==> src/design/ive_pkg.sv <==
// Purpose: Shared constants and types of the input value range encoder.
// Assumes: A 25 MHz core clock and a 16-bit two's-complement input word.
// Notes: Register offsets are word indices on the plain register port.
package ive_pkg;

  ////////////////////////////////////////////////////////////////////////////
  // Input word codes.
  localparam logic [15:0] CODE_ZERO = 16'h0000;
  localparam logic [15:0] CODE_RATED_HI = 16'h6c00;
  localparam logic [15:0] CODE_OVER_MAX = 16'h7eff;
  localparam logic [15:0] CODE_OVERFLOW = 16'h7fff;
  localparam logic [15:0] CODE_UNDER_MIN = 16'hed00;
  localparam logic [15:0] CODE_UNDERFLOW = 16'h8000;
  localparam logic [15:0] CODE_SUBST = 16'h7fff;

  ////////////////////////////////////////////////////////////////////////////
  // Conversion cycle timing.
  localparam int CLK_PERIOD_NS = 40;
  localparam int CONV_CYCLE_US = 250;
  localparam int CONV_CYCLE_CLKS = (CONV_CYCLE_US * 1000) / CLK_PERIOD_NS;

  ////////////////////////////////////////////////////////////////////////////
  // Register word offsets.
  localparam logic [3:0] ADDR_CTRL = 4'h0;
  localparam logic [3:0] ADDR_PARAM = 4'h1;
  localparam logic [3:0] ADDR_STATUS = 4'h2;
  localparam logic [3:0] ADDR_MASK = 4'h3;
  localparam logic [3:0] ADDR_STATE = 4'h4;
  localparam logic [3:0] ADDR_WORD0 = 4'h8;

  ////////////////////////////////////////////////////////////////////////////
  // Field positions.
  localparam int CTRL_EN_POS = 0;
  localparam int CTRL_WB_DIAG_POS = 8;
  localparam int CTRL_LIM_DIAG_POS = 9;
  localparam int PARAM_COMMIT_POS = 0;
  localparam int PARAM_BAD_POS = 1;
  localparam int STAT_OPEN_POS = 0;
  localparam int STAT_LOW_POS = 8;
  localparam int STAT_HIGH_POS = 16;
  localparam int STATE_LOAD_POS = 0;
  localparam int STATE_RUN_POS = 1;
  localparam int STATE_PSTATE_POS = 2;
  localparam int STATE_FRESH_POS = 8;

  ////////////////////////////////////////////////////////////////////////////
  // Reset values.
  localparam logic [31:0] CTRL_RESET = 32'h0000_0000;
  localparam logic [31:0] MASK_RESET = 32'h0000_0000;

  // Parameter assignment state of the module.
  typedef enum logic [1:0] {
    IVE_UNASSIGNED,
    IVE_INVALID,
    IVE_ASSIGNED
  } ive_pstate_t;

endpackage

==> src/design/ive_top.sv <==
// Purpose: Input value range encoder for the 1 V to 5 V voltage channels.
// Assumes: Samples arrive as strobes on core_clk; load and run come from pins.
// Notes: Output words change only at the conversion cycle tick.
module ive_top #(
  parameter int NCH = 2,
  parameter int RAW_W = 24,
  parameter int SPAN_BITS = 16,
  parameter logic signed [RAW_W-1:0] RAW_ZERO = 24'sh004000,
  parameter int CYCLE_CLKS = ive_pkg::CONV_CYCLE_CLKS
) (
  // Clock and reset.
  input wire logic core_clk,
  input wire logic rst,
  // Converter samples.
  input wire logic [NCH-1:0] smp_valid,
  input wire logic [NCH*RAW_W-1:0] smp_raw,
  input wire logic [NCH-1:0] smp_wire_break,
  output logic conv_start,
  // System pins.
  input wire logic load_missing_pin,
  input wire logic ctrl_run_pin,
  // Input words toward the controller.
  output logic [NCH*16-1:0] in_word,
  output logic word_update,
  // Register port.
  input wire logic [3:0] reg_addr,
  input wire logic [31:0] reg_wdata,
  input wire logic reg_wr,
  input wire logic reg_rd,
  output logic [31:0] reg_rdata,
  // Interrupt.
  output logic irq
);

  ////////////////////////////////////////////////////////////////////////////
  // Declarations.
  logic load_meta;
  logic load_missing;
  logic run_meta;
  logic ctrl_run;
  logic [15:0] cyc_cnt;
  logic tick;
  logic [31:0] ctrl;
  logic [31:0] mask;
  logic [31:0] status;
  logic [31:0] next_status;
  logic [31:0] ev_set;
  ive_pkg::ive_pstate_t pstate;
  logic commit;
  logic [NCH-1:0] fresh;
  logic [NCH-1:0] pend_have;
  logic [NCH*RAW_W-1:0] pend_raw;
  logic [NCH-1:0] pend_wb;
  logic [NCH*16-1:0] enc_code;
  logic [NCH-1:0] enc_open;
  logic [NCH-1:0] enc_low;
  logic [NCH-1:0] enc_high;
  logic [31:0] next_rdata;

  // Pick one 16-bit word out of a flat vector of words.
  function automatic logic [15:0] ive_word(input logic [NCH*16-1:0] vec, input int idx);
    ive_word = vec[idx*16 +: 16];
  endfunction

  ////////////////////////////////////////////////////////////////////////////
  // Pin synchronisers.

  // Load supply state arrives from the power module, outside this clock.
  always_ff @(posedge core_clk or posedge rst) begin
    if (rst) begin
      load_meta <= 1'b1;
      load_missing <= 1'b1;
    end else begin
      load_meta <= load_missing_pin;
      load_missing <= load_meta;
    end
  end

  // Controller run state is only reported; it never gates the words.
  always_ff @(posedge core_clk or posedge rst) begin
    if (rst) begin
      run_meta <= 1'b0;
      ctrl_run <= 1'b0;
    end else begin
      run_meta <= ctrl_run_pin;
      ctrl_run <= run_meta;
    end
  end

  ////////////////////////////////////////////////////////////////////////////
  // Conversion cycle timer.

  // The timer runs free whatever channels are enabled, so disabling a
  // channel never shortens the cycle.
  always_ff @(posedge core_clk or posedge rst) begin
    if (rst) begin
      cyc_cnt <= 16'h0000;
    end else if (tick) begin
      cyc_cnt <= 16'h0000;
    end else begin
      cyc_cnt <= cyc_cnt + 16'h0001;
    end
  end

  assign tick = (cyc_cnt == 16'(CYCLE_CLKS - 1));

  // A start pulse tells the converter a new cycle begins.
  always_ff @(posedge core_clk or posedge rst) begin
    if (rst) begin
      conv_start <= 1'b0;
    end else begin
      conv_start <= tick;
    end
  end

  ////////////////////////////////////////////////////////////////////////////
  // Control registers.

  // Channel enables and diagnostic enables.
  always_ff @(posedge core_clk or posedge rst) begin
    if (rst) begin
      ctrl <= ive_pkg::CTRL_RESET;
    end else if (reg_wr && reg_addr == ive_pkg::ADDR_CTRL) begin
      ctrl <= reg_wdata;
    end
  end

  // Interrupt mask, same layout as the status register.
  always_ff @(posedge core_clk or posedge rst) begin
    if (rst) begin
      mask <= ive_pkg::MASK_RESET;
    end else if (reg_wr && reg_addr == ive_pkg::ADDR_MASK) begin
      mask <= reg_wdata;
    end
  end

  assign commit = reg_wr && (reg_addr == ive_pkg::ADDR_PARAM)
                  && reg_wdata[ive_pkg::PARAM_COMMIT_POS];

  // Parameter assignment state; nothing is delivered until a valid set
  // has been committed.
  always_ff @(posedge core_clk or posedge rst) begin
    if (rst) begin
      pstate <= ive_pkg::IVE_UNASSIGNED;
    end else if (commit) begin
      case (reg_wdata[ive_pkg::PARAM_BAD_POS])
        1'b1: pstate <= ive_pkg::IVE_INVALID;
        default: pstate <= ive_pkg::IVE_ASSIGNED;
      endcase
    end
  end

  ////////////////////////////////////////////////////////////////////////////
  // Sample capture.

  // The newest sample of each channel waits for the next tick; a later
  // sample in the same cycle replaces an earlier one. A commit drops what
  // waits, since it was converted before the new assignment.
  always_ff @(posedge core_clk or posedge rst) begin
    if (rst) begin
      pend_have <= '0;
      pend_raw <= '0;
      pend_wb <= '0;
    end else begin
      for (int i = 0; i < NCH; i++) begin
        if (smp_valid[i]) begin
          pend_have[i] <= 1'b1;
          pend_raw[i*RAW_W +: RAW_W] <= smp_raw[i*RAW_W +: RAW_W];
          pend_wb[i] <= smp_wire_break[i];
        end else if (tick || commit) begin
          pend_have[i] <= 1'b0;
        end
      end
    end
  end

  // A channel becomes fresh with its first conversion after startup or
  // after a commit; a sample arriving with the commit still counts later.
  always_ff @(posedge core_clk or posedge rst) begin
    if (rst) begin
      fresh <= '0;
    end else if (commit) begin
      fresh <= '0;
    end else if (tick) begin
      fresh <= fresh | pend_have;
    end
  end

  ////////////////////////////////////////////////////////////////////////////
  // Encoding.

  // One scaler per channel works on the captured sample.
  for (genvar g = 0; g < NCH; g++) begin : g_ch
    ive_scale #(
      .RAW_W(RAW_W),
      .SPAN_BITS(SPAN_BITS)
    ) u_scale (
      .raw($signed(pend_raw[g*RAW_W +: RAW_W])),
      .zero(RAW_ZERO),
      .wire_break(pend_wb[g]),
      .wb_diag_en(ctrl[ive_pkg::CTRL_WB_DIAG_POS]),
      .lim_diag_en(ctrl[ive_pkg::CTRL_LIM_DIAG_POS]),
      .code(enc_code[g*16 +: 16]),
      .ev_open(enc_open[g]),
      .ev_low(enc_low[g]),
      .ev_high(enc_high[g])
    );
  end

  // Words load only at the tick and hold in between. Substitution order:
  // missing load, parameters, disabled channel, no fresh conversion.
  // The run state is deliberately not a term here.
  always_ff @(posedge core_clk or posedge rst) begin
    if (rst) begin
      in_word <= {NCH{ive_pkg::CODE_SUBST}};
    end else if (tick) begin
      for (int i = 0; i < NCH; i++) begin
        if (load_missing) begin
          in_word[i*16 +: 16] <= ive_pkg::CODE_SUBST;
        end else if (pstate != ive_pkg::IVE_ASSIGNED) begin
          in_word[i*16 +: 16] <= ive_pkg::CODE_SUBST;
        end else if (!ctrl[ive_pkg::CTRL_EN_POS + i]) begin
          in_word[i*16 +: 16] <= ive_pkg::CODE_SUBST;
        end else if (!(fresh[i] || pend_have[i]) || commit) begin
          in_word[i*16 +: 16] <= ive_pkg::CODE_SUBST;
        end else if (pend_have[i]) begin
          in_word[i*16 +: 16] <= ive_word(enc_code, i);
        end
      end
    end
  end

  // Pulse that marks a fresh set of words.
  always_ff @(posedge core_clk or posedge rst) begin
    if (rst) begin
      word_update <= 1'b0;
    end else begin
      word_update <= tick;
    end
  end

  ////////////////////////////////////////////////////////////////////////////
  // Diagnostic events and interrupt.

  // Events count only for a channel that really delivers a new value.
  always_comb begin
    ev_set = 32'h0000_0000;
    if (tick && !load_missing && pstate == ive_pkg::IVE_ASSIGNED && !commit) begin
      for (int i = 0; i < NCH; i++) begin
        if (pend_have[i] && ctrl[ive_pkg::CTRL_EN_POS + i]) begin
          ev_set[ive_pkg::STAT_OPEN_POS + i] = enc_open[i];
          ev_set[ive_pkg::STAT_LOW_POS + i] = enc_low[i];
          ev_set[ive_pkg::STAT_HIGH_POS + i] = enc_high[i];
        end
      end
    end
  end

  // Write-one-to-clear; an event in the clearing cycle still sets.
  always_comb begin
    next_status = status;
    if (reg_wr && reg_addr == ive_pkg::ADDR_STATUS) begin
      next_status = status & ~reg_wdata;
    end
    next_status = next_status | ev_set;
  end

  // Sticky diagnostic flags.
  always_ff @(posedge core_clk or posedge rst) begin
    if (rst) begin
      status <= 32'h0000_0000;
    end else begin
      status <= next_status;
    end
  end

  // Level interrupt while any unmasked flag stands.
  assign irq = |(status & mask);

  ////////////////////////////////////////////////////////////////////////////
  // Register read-back.

  // Read data are registered so they stand in the cycle after the strobe;
  // unmapped offsets read as zero.
  always_comb begin
    next_rdata = 32'h0000_0000;
    case (reg_addr)
      ive_pkg::ADDR_CTRL: next_rdata = ctrl;
      ive_pkg::ADDR_PARAM: next_rdata = 32'h0000_0000;
      ive_pkg::ADDR_STATUS: next_rdata = status;
      ive_pkg::ADDR_MASK: next_rdata = mask;
      ive_pkg::ADDR_STATE: begin
        next_rdata[ive_pkg::STATE_LOAD_POS] = !load_missing;
        next_rdata[ive_pkg::STATE_RUN_POS] = ctrl_run;
        next_rdata[ive_pkg::STATE_PSTATE_POS +: 2] = pstate;
        next_rdata[ive_pkg::STATE_FRESH_POS +: NCH] = fresh;
      end
      default: begin
        for (int i = 0; i < NCH; i++) begin
          if (reg_addr == ive_pkg::ADDR_WORD0 + 4'(i)) begin
            next_rdata = {16'h0000, ive_word(in_word, i)};
          end
        end
      end
    endcase
  end

  // Read data register; zero outside a read.
  always_ff @(posedge core_clk or posedge rst) begin
    if (rst) begin
      reg_rdata <= 32'h0000_0000;
    end else if (reg_rd) begin
      reg_rdata <= next_rdata;
    end else begin
      reg_rdata <= 32'h0000_0000;
    end
  end

endmodule

==> src/design/ive_scale.sv <==
// Purpose: Combinational encoding of one converter sample into an input word.
// Assumes: The sample span of the rated range is 2**SPAN_BITS raw counts.
// Notes: Diagnostic enables only shape the code and the event flags.
module ive_scale #(
  parameter int RAW_W = 24,
  parameter int SPAN_BITS = 16
) (
  // Sample.
  input wire logic signed [RAW_W-1:0] raw,
  input wire logic signed [RAW_W-1:0] zero,
  input wire logic wire_break,
  // Diagnostic enables.
  input wire logic wb_diag_en,
  input wire logic lim_diag_en,
  // Result.
  output logic [15:0] code,
  output logic ev_open,
  output logic ev_low,
  output logic ev_high
);

  ////////////////////////////////////////////////////////////////////////////
  logic signed [RAW_W:0] diff;
  logic signed [RAW_W+17:0] prod;
  logic signed [RAW_W+17:0] scaled;
  logic signed [RAW_W+17:0] lim_hi;
  logic signed [RAW_W+17:0] lim_lo;

  // Offset to zero at the low end of the rated range, then scale by the span.
  // The wide product keeps every sample exact before saturation.
  assign diff = {raw[RAW_W-1], raw} - {zero[RAW_W-1], zero};
  assign prod = {{17{diff[RAW_W]}}, diff} * {{(RAW_W+2){1'b0}}, ive_pkg::CODE_RATED_HI};
  assign scaled = prod >>> SPAN_BITS;
  assign lim_hi = {{(RAW_W+2){1'b0}}, ive_pkg::CODE_OVER_MAX};
  assign lim_lo = {{(RAW_W+2){1'b1}}, ive_pkg::CODE_UNDER_MIN};

  // Wire break has priority over range evaluation.
  always_comb begin
    code = scaled[15:0];
    ev_open = 1'b0;
    ev_low = 1'b0;
    ev_high = 1'b0;
    if (wire_break) begin
      if (wb_diag_en) begin
        code = ive_pkg::CODE_OVERFLOW;
        ev_open = 1'b1;
      end else begin
        code = ive_pkg::CODE_UNDERFLOW;
        ev_low = lim_diag_en;
      end
    end else if (scaled > lim_hi) begin
      code = ive_pkg::CODE_OVERFLOW;
      ev_high = lim_diag_en;
    end else if (scaled < lim_lo) begin
      code = ive_pkg::CODE_UNDERFLOW;
      ev_low = lim_diag_en;
    end
  end

endmodule

==> config.mk <==
export PLATFORM = sky130hd
export DESIGN_NAME = ive_top
export DESIGN_NICKNAME = d
export VERILOG_FILES = /design/src/design/ive_pkg.sv /design/src/design/ive_top.sv /design/src/design/ive_scale.sv
export SDC_FILE = /design/constraint.sdc
export NUM_CORES = 1
export LEC_CHECK = 0
export BUFFER_PORTS_ARGS = -buffer_cell sky130_fd_sc_hd__clkbuf_2
export CAP_MARGIN = 20
export CORE_UTILIZATION = 48
export DETAILED_ROUTE_END_ITERATION = 8
export PLACE_DENSITY = 0.69
export SYNTH_ARGS = -nofsm -noshare
export SYNTH_HDL_FRONTEND = slang
export SYNTH_SLANG_ARGS = --single-unit
==> constraint.sdc <==
create_clock -name core_clk -period 10.1 [get_ports core_clk]
set_input_delay 1.01 -clock core_clk [delete_from_list [all_inputs] [get_ports core_clk]]
set_output_delay 1.01 -clock core_clk [all_outputs]
set_load 0.005 [all_outputs]
==> reports/qor.yml, run 1 <==
status: "finished clean"
min_period_over_period_pct: 65.6
syn_nets: 2120
worst_setup_path_end_kind: "register"
synth-seq-cells: 237
p_leak_uw: 0.00930
drtIter0Drc: 887
hp-class: "register to register"
routedWlPerCell_um: 18.2
relSlewSlack_pct: 22.1
nets: 2252
nFillCells: 3238
clockRootBuffer: "clkbuf_16"
synth_edf_count: 0
final_area_um2: 19800
ios: 161
via_per_inst: 5.63
antenna_found_initial: 0
antenna_cells: 0
ant_nets: 0
whs_ps: 351
grt_overflow_total: 0
grt_pass1_wl_mm: 72.3
synthArstFlopShare_pct: 100
synthCells: 1822
clock_path_buffers: 3
die_w_um: 194
ff2ff_path_depth: 22
grt_pass1_vias: 13500
layout-drive-gt1-share_pct: 21.7
path_clk_slew_ps: 70
yosysWarnings: 0
peakVddDrop_uv: 156
area_growth_pct: 12.0
place.detailed.hpwl_mm: 34.0
synth_common_cells: "inv_1 (207), dfrtp_1 (205), ha_1 (130), nand2_1 (127), a21oi_1 (111)"
holdBufCountCts: 0
finalSetupTns_ps: 0
synth_area_per_cell_um2: 9.68
cts_setup_buffers: 0
drt-met1-wl_mm: 20.3
cts-resized-gates: 0
die_area_um2: 37500
ys_top_cells_by_area: "dfrtp_1 (29%), ha_1 (9.2%), fa_1 (8.4%)"
multi_input_area_um2: 10600
regArea_um2: 5970
wl_met2_mm: 20.6
cts_tree: "built"
synth.top_cell.area_share_pct: 29.1
dpl-instance-area_um2: 18800
port_buffers: 160
report.final.slew_viol_count: 0
tightestPinTransition_ps: 1150
start_util_pct: 49.2
grt_max_degree: 110
place_congestion: 0.866
cts_buffers: 28
max_freq_ghz: 0.151
rows: 69
dr.max_layer_used: "met4"
power.total_uw: 5510
drc: 0
min_period_ps: 6620
yosysSeqAreaShare_pct: 33.8
synth_most_common_cell: "inv_1"
synth_cell_types: 99
routed_wl_mm: 44.3
synth.cell_area_um2: 17600
power.density_nw_per_um2: 279
ys.flop_type: "dfrtp_1"
hold_violations: 0
cap_viol_max_count: 0
setup_viol: 0
cp-start-kind: "register"
route.vias.total: 13700
first_pass_iters: 5
worstPathMaxFanout: 14
worst-setup-path-type: "register to register"
fp.dieH_um: 194
whs_path_depth: 0
design.core.area_um2: 35800
worstPathArrival_ps: 7090
grt_use_total_pct: 23.7
insertion_delay_ps: 570
cts.sinks: 237
clock_skew_ps: 24.9
htree_levels: 1
wl_met3_mm: 2.11
cp_data_required_time_ps: 10570
rsz0062_at_grt: "no"
synth_top_cell_by_area: "dfrtp_1"
## layout by cell type (no fill, tap or decap), types with 6 or more instances in the layout
cell type  netlist  routed
inv_1          207     206
dfrtp_1        205     205
clkbuf_2         0     160
ha_1           130     130
nand2_1        127     126
a21oi_1        111     111
nor2_1         109     109
mux2_2         108     108
o21ai_0         99      99
fa_1            74      74
xnor2_1         63      63
nand3_1         37      37
xor2_1          35      35
a22oi_1         32      32
dfstp_2         32      32
a21boi_0        28      28
clkbuf_16        0      28
nor3_1          26      26
mux2i_1         19      19
o211ai_1        19      19
and3_1          18      18
a21o_1          17      17
nand4_1         14      14
nand2_2         11      12
nor3b_1         12      12
o22ai_1         11      11
a21oi_2         11      11
nand2b_1        10      10
nor4_1          10      10
o22ai_2         10      10
buf_4            1      10
or3_1            9       9
o31ai_1          9       9
clkbuf_1        54       9
and2_1           8       8
a31oi_1          8       8
or4_1            8       8
o21bai_1         8       8
or2_2            6       6
## sequential cells by signal (all words and copies together), names as in the netlist, 2 cells and up
register and count:
pstate 2, fresh 2, mask 32, reg_rdata 32
pend_raw 48, pend_wb 2, ctrl 32, cyc_cnt 16
status 32, pend_have 2, in_word 32
## worst max-delay path, cell delays in order (launching register included)
cell and delay [ps]:
dfrtp_1 440, inv_1 200, ha_1 210, or3b_1 460, or3_1 350, xor2_1 250
inv_1 150, ha_1 300, ha_1 320, xnor2_1 150, fa_1 510, inv_1 40
ha_1 420, a21o_1 210, o21ba_2 260, o22ai_1 110, or3_1 380, o211a_2 160
or2_4 270, nor4b_4 270, a41oi_1 170, a311o_1 610, o22ai_1 260
## where the power goes
group | switching, uW | internal [uW] | total (uW)
registers | 75.8 | 1040 | 1110
logic | 2060 | 1350 | 3410
clock network | 413 | 569 | 982
## metal layers
layer  vias up  global-route usage (%)
li1       6616                       -
met1      6680                    32.7
met2       345                    38.7
met3        65                    3.10
met4         0                    7.88
met5         -                       0
## cell type report
type                       count  area share, %
multi-input combinational   1307           53.7
clock buffer                  41           3.99
inverter                     207           3.97
clock inverter                10          0.551
timing repair buffer         173           4.65
sequential                   237           30.2
tap                          461           2.92
## final timing paths
kind | from | endpoint | slack [ps]
max | pend_raw[38] | in_word[16] | 3480
min | load_meta | load_missing | 350
max reg2reg | pend_raw[38] | in_word[16] | 3480
min reg2reg | load_meta | load_missing | 350
max in group asynchronous | rst | pend_raw[29] | 7760
min in group asynchronous | rst | word_update | 580
## through the flow
step	util [%]	instances	worst slack, ps
global placement	52.5	2381	3610
detailed placement	52.5	2381	3450
floorplan	-	1822	2640
finish	55.2	2436	3480
global route	55.2	2436	2920
CTS	55.0	2432	3420
## cells by family after synthesis
kind of cell / Yosys count / share of synthesized area (%)
adders and majority gates: 204 / 17.6
and+or+nand+nor: 439 / 12.6
buffers and inverters: 278 / 6.16
muxes: 128 / 8.06
DFF: 237 / 33.8
xor gates and xnor gates: 98 / 4.87
AOI/OAI and AO/OA: 438 / 16.8
Power figures use the tool's default switching activity.
==> run 2, diff against run 1 <==
Settings changed: PLACE_DENSITY 0.69 to 0.71.
Clock period 10.1 ns to 5.7 ns, I/O delays scaled along.
==> reports/qor.yml, run 2 (same netlist as run 1, synthesis figures left out) <==
status: "finished clean"
min_period_ps: 5630  # -991 ps
report.final.slew_viol_count: 0  # unchanged
cts.sinks: 237  # unchanged
critPathSlowestCell: "or4_4"
ff2ff_path_depth: 22  # unchanged
cap_viol_max_count: 0  # unchanged
grt_pass1_vias: 14200  # +4.6%
via_per_inst: 5.67  # +0.85%
max_stage_delay_ps: 530  # -80 ps
cp.depth: 22  # unchanged
endpoint: "in_word[7]"
worst_setup_path_end_kind: "register"
place.detailed.hpwl_mm: 34.9  # +2.5%
whs_path_depth: 1  # +1
cts_buffers: 27  # -3.6%
clock_path_buffers: 3  # unchanged
grt_overflow_total: 0  # unchanged
path_clk_slew_ps: 60  # about the same
ant_nets: 0  # unchanged
routed_wl_mm: 46.4  # +4.6%
place_congestion: 0.917  # +5.9%
worstPathArrival_ps: 6120  # -970 ps
fp.dieH_um: 194  # unchanged
antenna_found_initial: 1  # +1
path_cells: "inv_2 -> ha_4 -> or4b_4 -> buf_6 -> o41ai_4 -> nand2_2 -> ha_4 -> fa_1 -> xnor2_2 -> xnor2_1 -> ha_1 -> a21o_1 -> a31o_1 -> or2_4 -> or3_4 -> o221a_4 -> nor3_2 -> nor2_1 -> or4_4 -> a21oi_4 -> clkbuf_16 -> a21oi_2"
grt_use_total_pct: 24.1  # +0.36 points
drtIter0Drc: 781  # -12%
worst-path-buf-inv: 3  # unchanged
ios: 161  # unchanged
worstPathMaxFanout: 7  # -7
dpl-instance-area_um2: 19400  # +2.9%
nFillCells: 3036  # -6.2%
drc: 0  # unchanged
htree_levels: 1  # unchanged
fin_util_pct: 58.4  # +3.3 points
regToRegSetupSlack_ps: 70  # -3410 ps
start_util_pct: 49.2  # unchanged
cpLargestDelayFamily: "simple AND/OR/NAND/NOR gates"
die_w_um: 194  # unchanged
hold_violations: 0  # unchanged
crit_top_cell: "ha_4"
multi_input_area_um2: 11200  # +5.6%
first_pass_iters: 5  # unchanged
port_buffers: 160  # unchanged
insertion_delay_ps: 570  # about the same
whs_ps: 89.4  # -262 ps
route.vias.total: 14200  # +3.6%
rr_endpoint: "in_word[7]"
holdBufCountCts: 0  # unchanged
r2r_start: "pend_raw[14]"
clock_skew_ps: 10.5  # -14.4 ps
area_growth_pct: 18.6
largest_register_ffs: 48  # unchanged
rsz0062_at_grt: "yes"
max_freq_ghz: 0.178  # +18%
regArea_um2: 5970  # unchanged
rows: 69  # unchanged
routedWlPerCell_um: 18.5  # +1.8%
cts_tree: "built"
crit_path_start: "pend_raw[14]"
die_area_um2: 37500  # unchanged
cp_data_required_time_ps: 6190  # -4380 ps
grt_max_degree: 189  # +72%
most-common-layout-cells: "dfrtp_1 (205), inv_1 (199), clkbuf_2 (160)"
regMostFlops: "pend_raw"
power.total_uw: 10600  # +92%
cp-start-kind: "register"
layout-drive-gt1-share_pct: 28.8  # +7.0 points
tightestPinTransition_ps: 1020  # -135 ps
design.core.area_um2: 35800  # unchanged
hp-class: "primary input to register"
finalSetupTns_ps: 0  # unchanged
grt_pass1_wl_mm: 73.8  # +2.1%
setup_viol: 0  # unchanged
p_leak_uw: 0.00972  # +4.6%
final_area_um2: 20900  # +5.9%
nets: 2318  # +2.9%
worst-setup-path-type: "register to register"
min_period_over_period_pct: 98.8  # +33 points
clockRootBuffer: "clkbuf_16"
power.density_nw_per_um2: 506  # +82%
peakVddDrop_uv: 249  # +60%
relSlewSlack_pct: 32.1  # +10 points
final_common_cell: "dfrtp_1"
run 2: cell types whose count changed in the layout (fill, tap and decap cells not counted), moves of 5 or more:
cell	delta
ha_4	+16
a21oi_2	+15
xnor2_2	+7
a21oi_1	-17
buf_6	+5
inv_2	+6
ha_1	-17
inv_1	-7
buf_4	+59
o21ai_0	-7
xnor2_1	-7
run 2: cell type report:
type	count	area share, %
well taps	461	2.76
inverters	207	3.74
multi-input cells	1307	53.6
clock inverters	8	0.418
repair buffers	240	7.15
flip-flops and latches	237	28.5
diodes	1	0.0120
clock buffers	42	3.83
run 2: per-layer routing:
metal	vias up	wire length, um	GRT usage [%]	part of all wire, %
met5	-	0	0	0
met1	6974	20800	32.9	45
met3	78	2200	3.20	4.7
li1	6756	-	-	-
met2	395	22000	39.8	48
met4	0	1370	7.56	3.0
run 2: per-stage QoR:
step                setup slack [ps]  cells
CTS                            -12.8   2485
finish                          69.8   2503
global route                    -152   2502
detailed placement             -89.5   2434
global placement                70.8   2434
floorplan                       5.62   1822
run 2: how the worst min path moves through the flow:
stage,slack [ps],to,start
global placement,350,load_missing,load_meta
finish,90,load_meta,load_missing_pin
floorplan,330,ctrl_run,run_meta
detailed placement,350,load_missing,load_meta
global route,70,load_meta,load_missing_pin
CTS,60,load_meta,load_missing_pin
run 2: power by group:
group          switching, uW  internal, uW  total (uW)  leakage, uW
clock                    720          1020        1740     0.000441
sequential               137          1840        1980      0.00293
combinational           3930          2950        6880      0.00636
total                   4790          5810       10600      0.00972
run 2: timing repair:
item                       in CTS  in global routing
setup endpoints to repair      20                 33
pin swaps                       2                 39
setup buffers                   1                 15
gates resized for setup        13                 86
cloned                          0                  2
==> run 3, diff against run 2 <==
Settings changed: SYNTH_HIERARCHICAL from default to 1.
==> reports/qor.yml, run 3 <==
holdBufCountCts: 0  # unchanged
synth_top_cell_by_area: "dfrtp_1"
synth.cell_area_um2: 20400  # +16%
die_area_um2: 43400  # +16%
worstPathMaxFanout: 5  # -2
grt_overflow_total: 0  # unchanged
max_stage_delay_ps: 530  # about the same
ys.flop_type: "dfrtp_1"
ant_nets: 0  # unchanged
synthCells: 2162  # +19%
start_util_pct: 48.7  # -0.55 points
routedWlPerCell_um: 17.0  # -8.5%
path_clk_slew_ps: 60  # about the same
clockRootBuffer: "clkbuf_16"
hold_violations: 0  # unchanged
synth.top_cell.area_share_pct: 25.1  # -4.0 points
synthArstFlopShare_pct: 100  # unchanged
max_freq_ghz: 0.152  # -15%
synth_cell_types: 104  # +5.1%
yosysWarnings: 6  # +6
tightestPinTransition_ps: 915  # -104 ps
grt_use_total_pct: 25.7  # +1.6 points
route.vias.total: 17900  # +26%
fin_util_pct: 64.6  # +6.2 points
dr.max_layer_used: "met4"
violations: "setup timing"
yosysSeqAreaShare_pct: 29.2  # -4.6 points
final_common_cell: "buf_4"
drtIter0Drc: 1101  # +41%
place.detailed.hpwl_mm: 42.0  # +20%
wl_met3_mm: 2.49  # +13%
worstPathArrival_ps: 7120  # +1000 ps
antenna_cells: 0  # -1
clock_skew_ps: 24.8  # +14.3 ps
first_pass_iters: 5  # unchanged
wl_met2_mm: 27.4  # +24%
nets: 3067  # +32%
setup_viol: 36  # +36
worst_setup_path_end_kind: "register"
port_buffers: 160  # unchanged
regMostFlops: "pend_raw"
cp-start-kind: "register"
synth_edf_count: 0  # unchanged
area_growth_pct: 32.8
hp-class: "primary input to register"
finalSetupTns_ps: -24870  # -24870 ps
status: "finished with violations"
die_w_um: 208  # +7.5%
min_period_over_period_pct: 116  # +17 points
design.core.area_um2: 41900  # +17%
most-common-layout-cells: "buf_4 (391), inv_1 (257), dfrtp_1 (205)"
grt_max_degree: 156  # -17%
insertion_delay_ps: 600  # +30 ps
drc: 0  # unchanged
ios: 161  # unchanged
clock_path_buffers: 3  # unchanged
grt_pass1_wl_mm: 92.0  # +25%
rsz0062_at_grt: "yes"
dpl-instance-area_um2: 24700  # +28%
fin_ws_ps: -888  # -957 ps
synth-seq-cells: 237  # unchanged
synth_common_cells: "inv_1 (274), dfrtp_1 (205), ha_1 (188), a21oi_1 (147), mux2_2 (137)"
whs_ps: 49.9  # -39.5 ps
layout-drive-gt1-share_pct: 37.3  # +8.6 points
cts.sinks: 237  # unchanged
cp_data_required_time_ps: 6230  # +40 ps
synth_most_common_cell: "inv_1"
grt_pass1_vias: 18700  # +32%
min_period_ps: 6590  # +957 ps
report.final.slew_viol_count: 0  # unchanged
via_per_inst: 5.45  # -3.9%
fp.dieH_um: 208  # +7.5%
ys_top_cells_by_area: "dfrtp_1 (25%), ha_1 (12%), mux2_2 (7.6%)"
cap_viol_max_count: 0  # unchanged
worst-setup-path-type: "register to register"
antenna_found_initial: 0  # -1
final_area_um2: 27100  # +30%
routed_wl_mm: 55.6  # +20%
drt-met1-wl_mm: 24.1  # +16%
relSlewSlack_pct: 38.8  # +6.7 points
place_congestion: 0.890  # -3.0%
synth_area_per_cell_um2: 9.45  # -2.4%
critPathSlowestCell: "fa_1"
rows: 75  # +8.7%
cts_buffers: 30  # +11%
htree_levels: 1  # unchanged
largest_register_ffs: 48  # unchanged
cts_tree: "built"
## run 3: critical path, delay by kind of cell (launching register included)
family,cells,cell delay [ps]
buf+inv,5,540
simple gates,8,1210
fa+ha+maj,5,1860
xor+xnor,1,100
flops,1,400
compound gates,11,2390
## run 3: metrics by stage
stage | setup WS, ps | instances
after floorplan | -583 | 2210
after global placement | -680 | 3176
after detailed placement | -909 | 3176
after CTS | -865 | 3264
after global routing | -1270 | 3280
final | -888 | 3280
## run 3: path summary, 6_finish.rpt
check	startpoint	endpoint	slack, ps	cells after the start
min reg2reg	run_meta	ctrl_run	350	0
min in group asynchronous	rst	ctrl[31]	60	2
max reg2reg	pend_raw[26]	in_word[17]	-890	30
max	pend_raw[26]	in_word[17]	-890	30
min	load_missing_pin	load_meta	50	1
max in group asynchronous	rst	pend_raw[46]	4360	3
## run 3: cells by family after synthesis
family | Yosys count | share of synthesized area, %
compound gates | 577 | 20.1
xor+xnor | 147 | 6.37
fa+ha+maj | 256 | 18.2
buf+inv | 365 | 7.27
flops | 237 | 29.2
mux | 143 | 7.87
other cells | 2 | 0.0368
simple gates | 435 | 10.9
## run 3: cell type report
| type | instances | area [um^2] |
|---|---|---|
| inverter | 274 | 1030 |
| tap | 539 | 674 |
| timing repair buffer | 566 | 3990 |
| fill | 3327 | 14800 |
| clock buffer | 38 | 831 |
| multi-input combinational | 1608 | 14400 |
| clock inverter | 18 | 239 |
| sequential | 237 | 5970 |
## run 3: timing repair
action                     in CTS  in global routing
resized for setup              67                101
setup endpoints to repair      36                 36
buffers inserted               30                 16
pin swaps                      35                 45
gates cloned                    2                  1
## run 3: layer usage
metal,GRT usage (%),vias up
met2,45.0,410
met4,7.87,0
met1,32.7,8695
met3,3.43,100
met5,0,-
li1,-,8672
Power of run 3 is not shown: default switching activity piles up to over one toggle a cycle in this logic, so the estimate is an artifact.
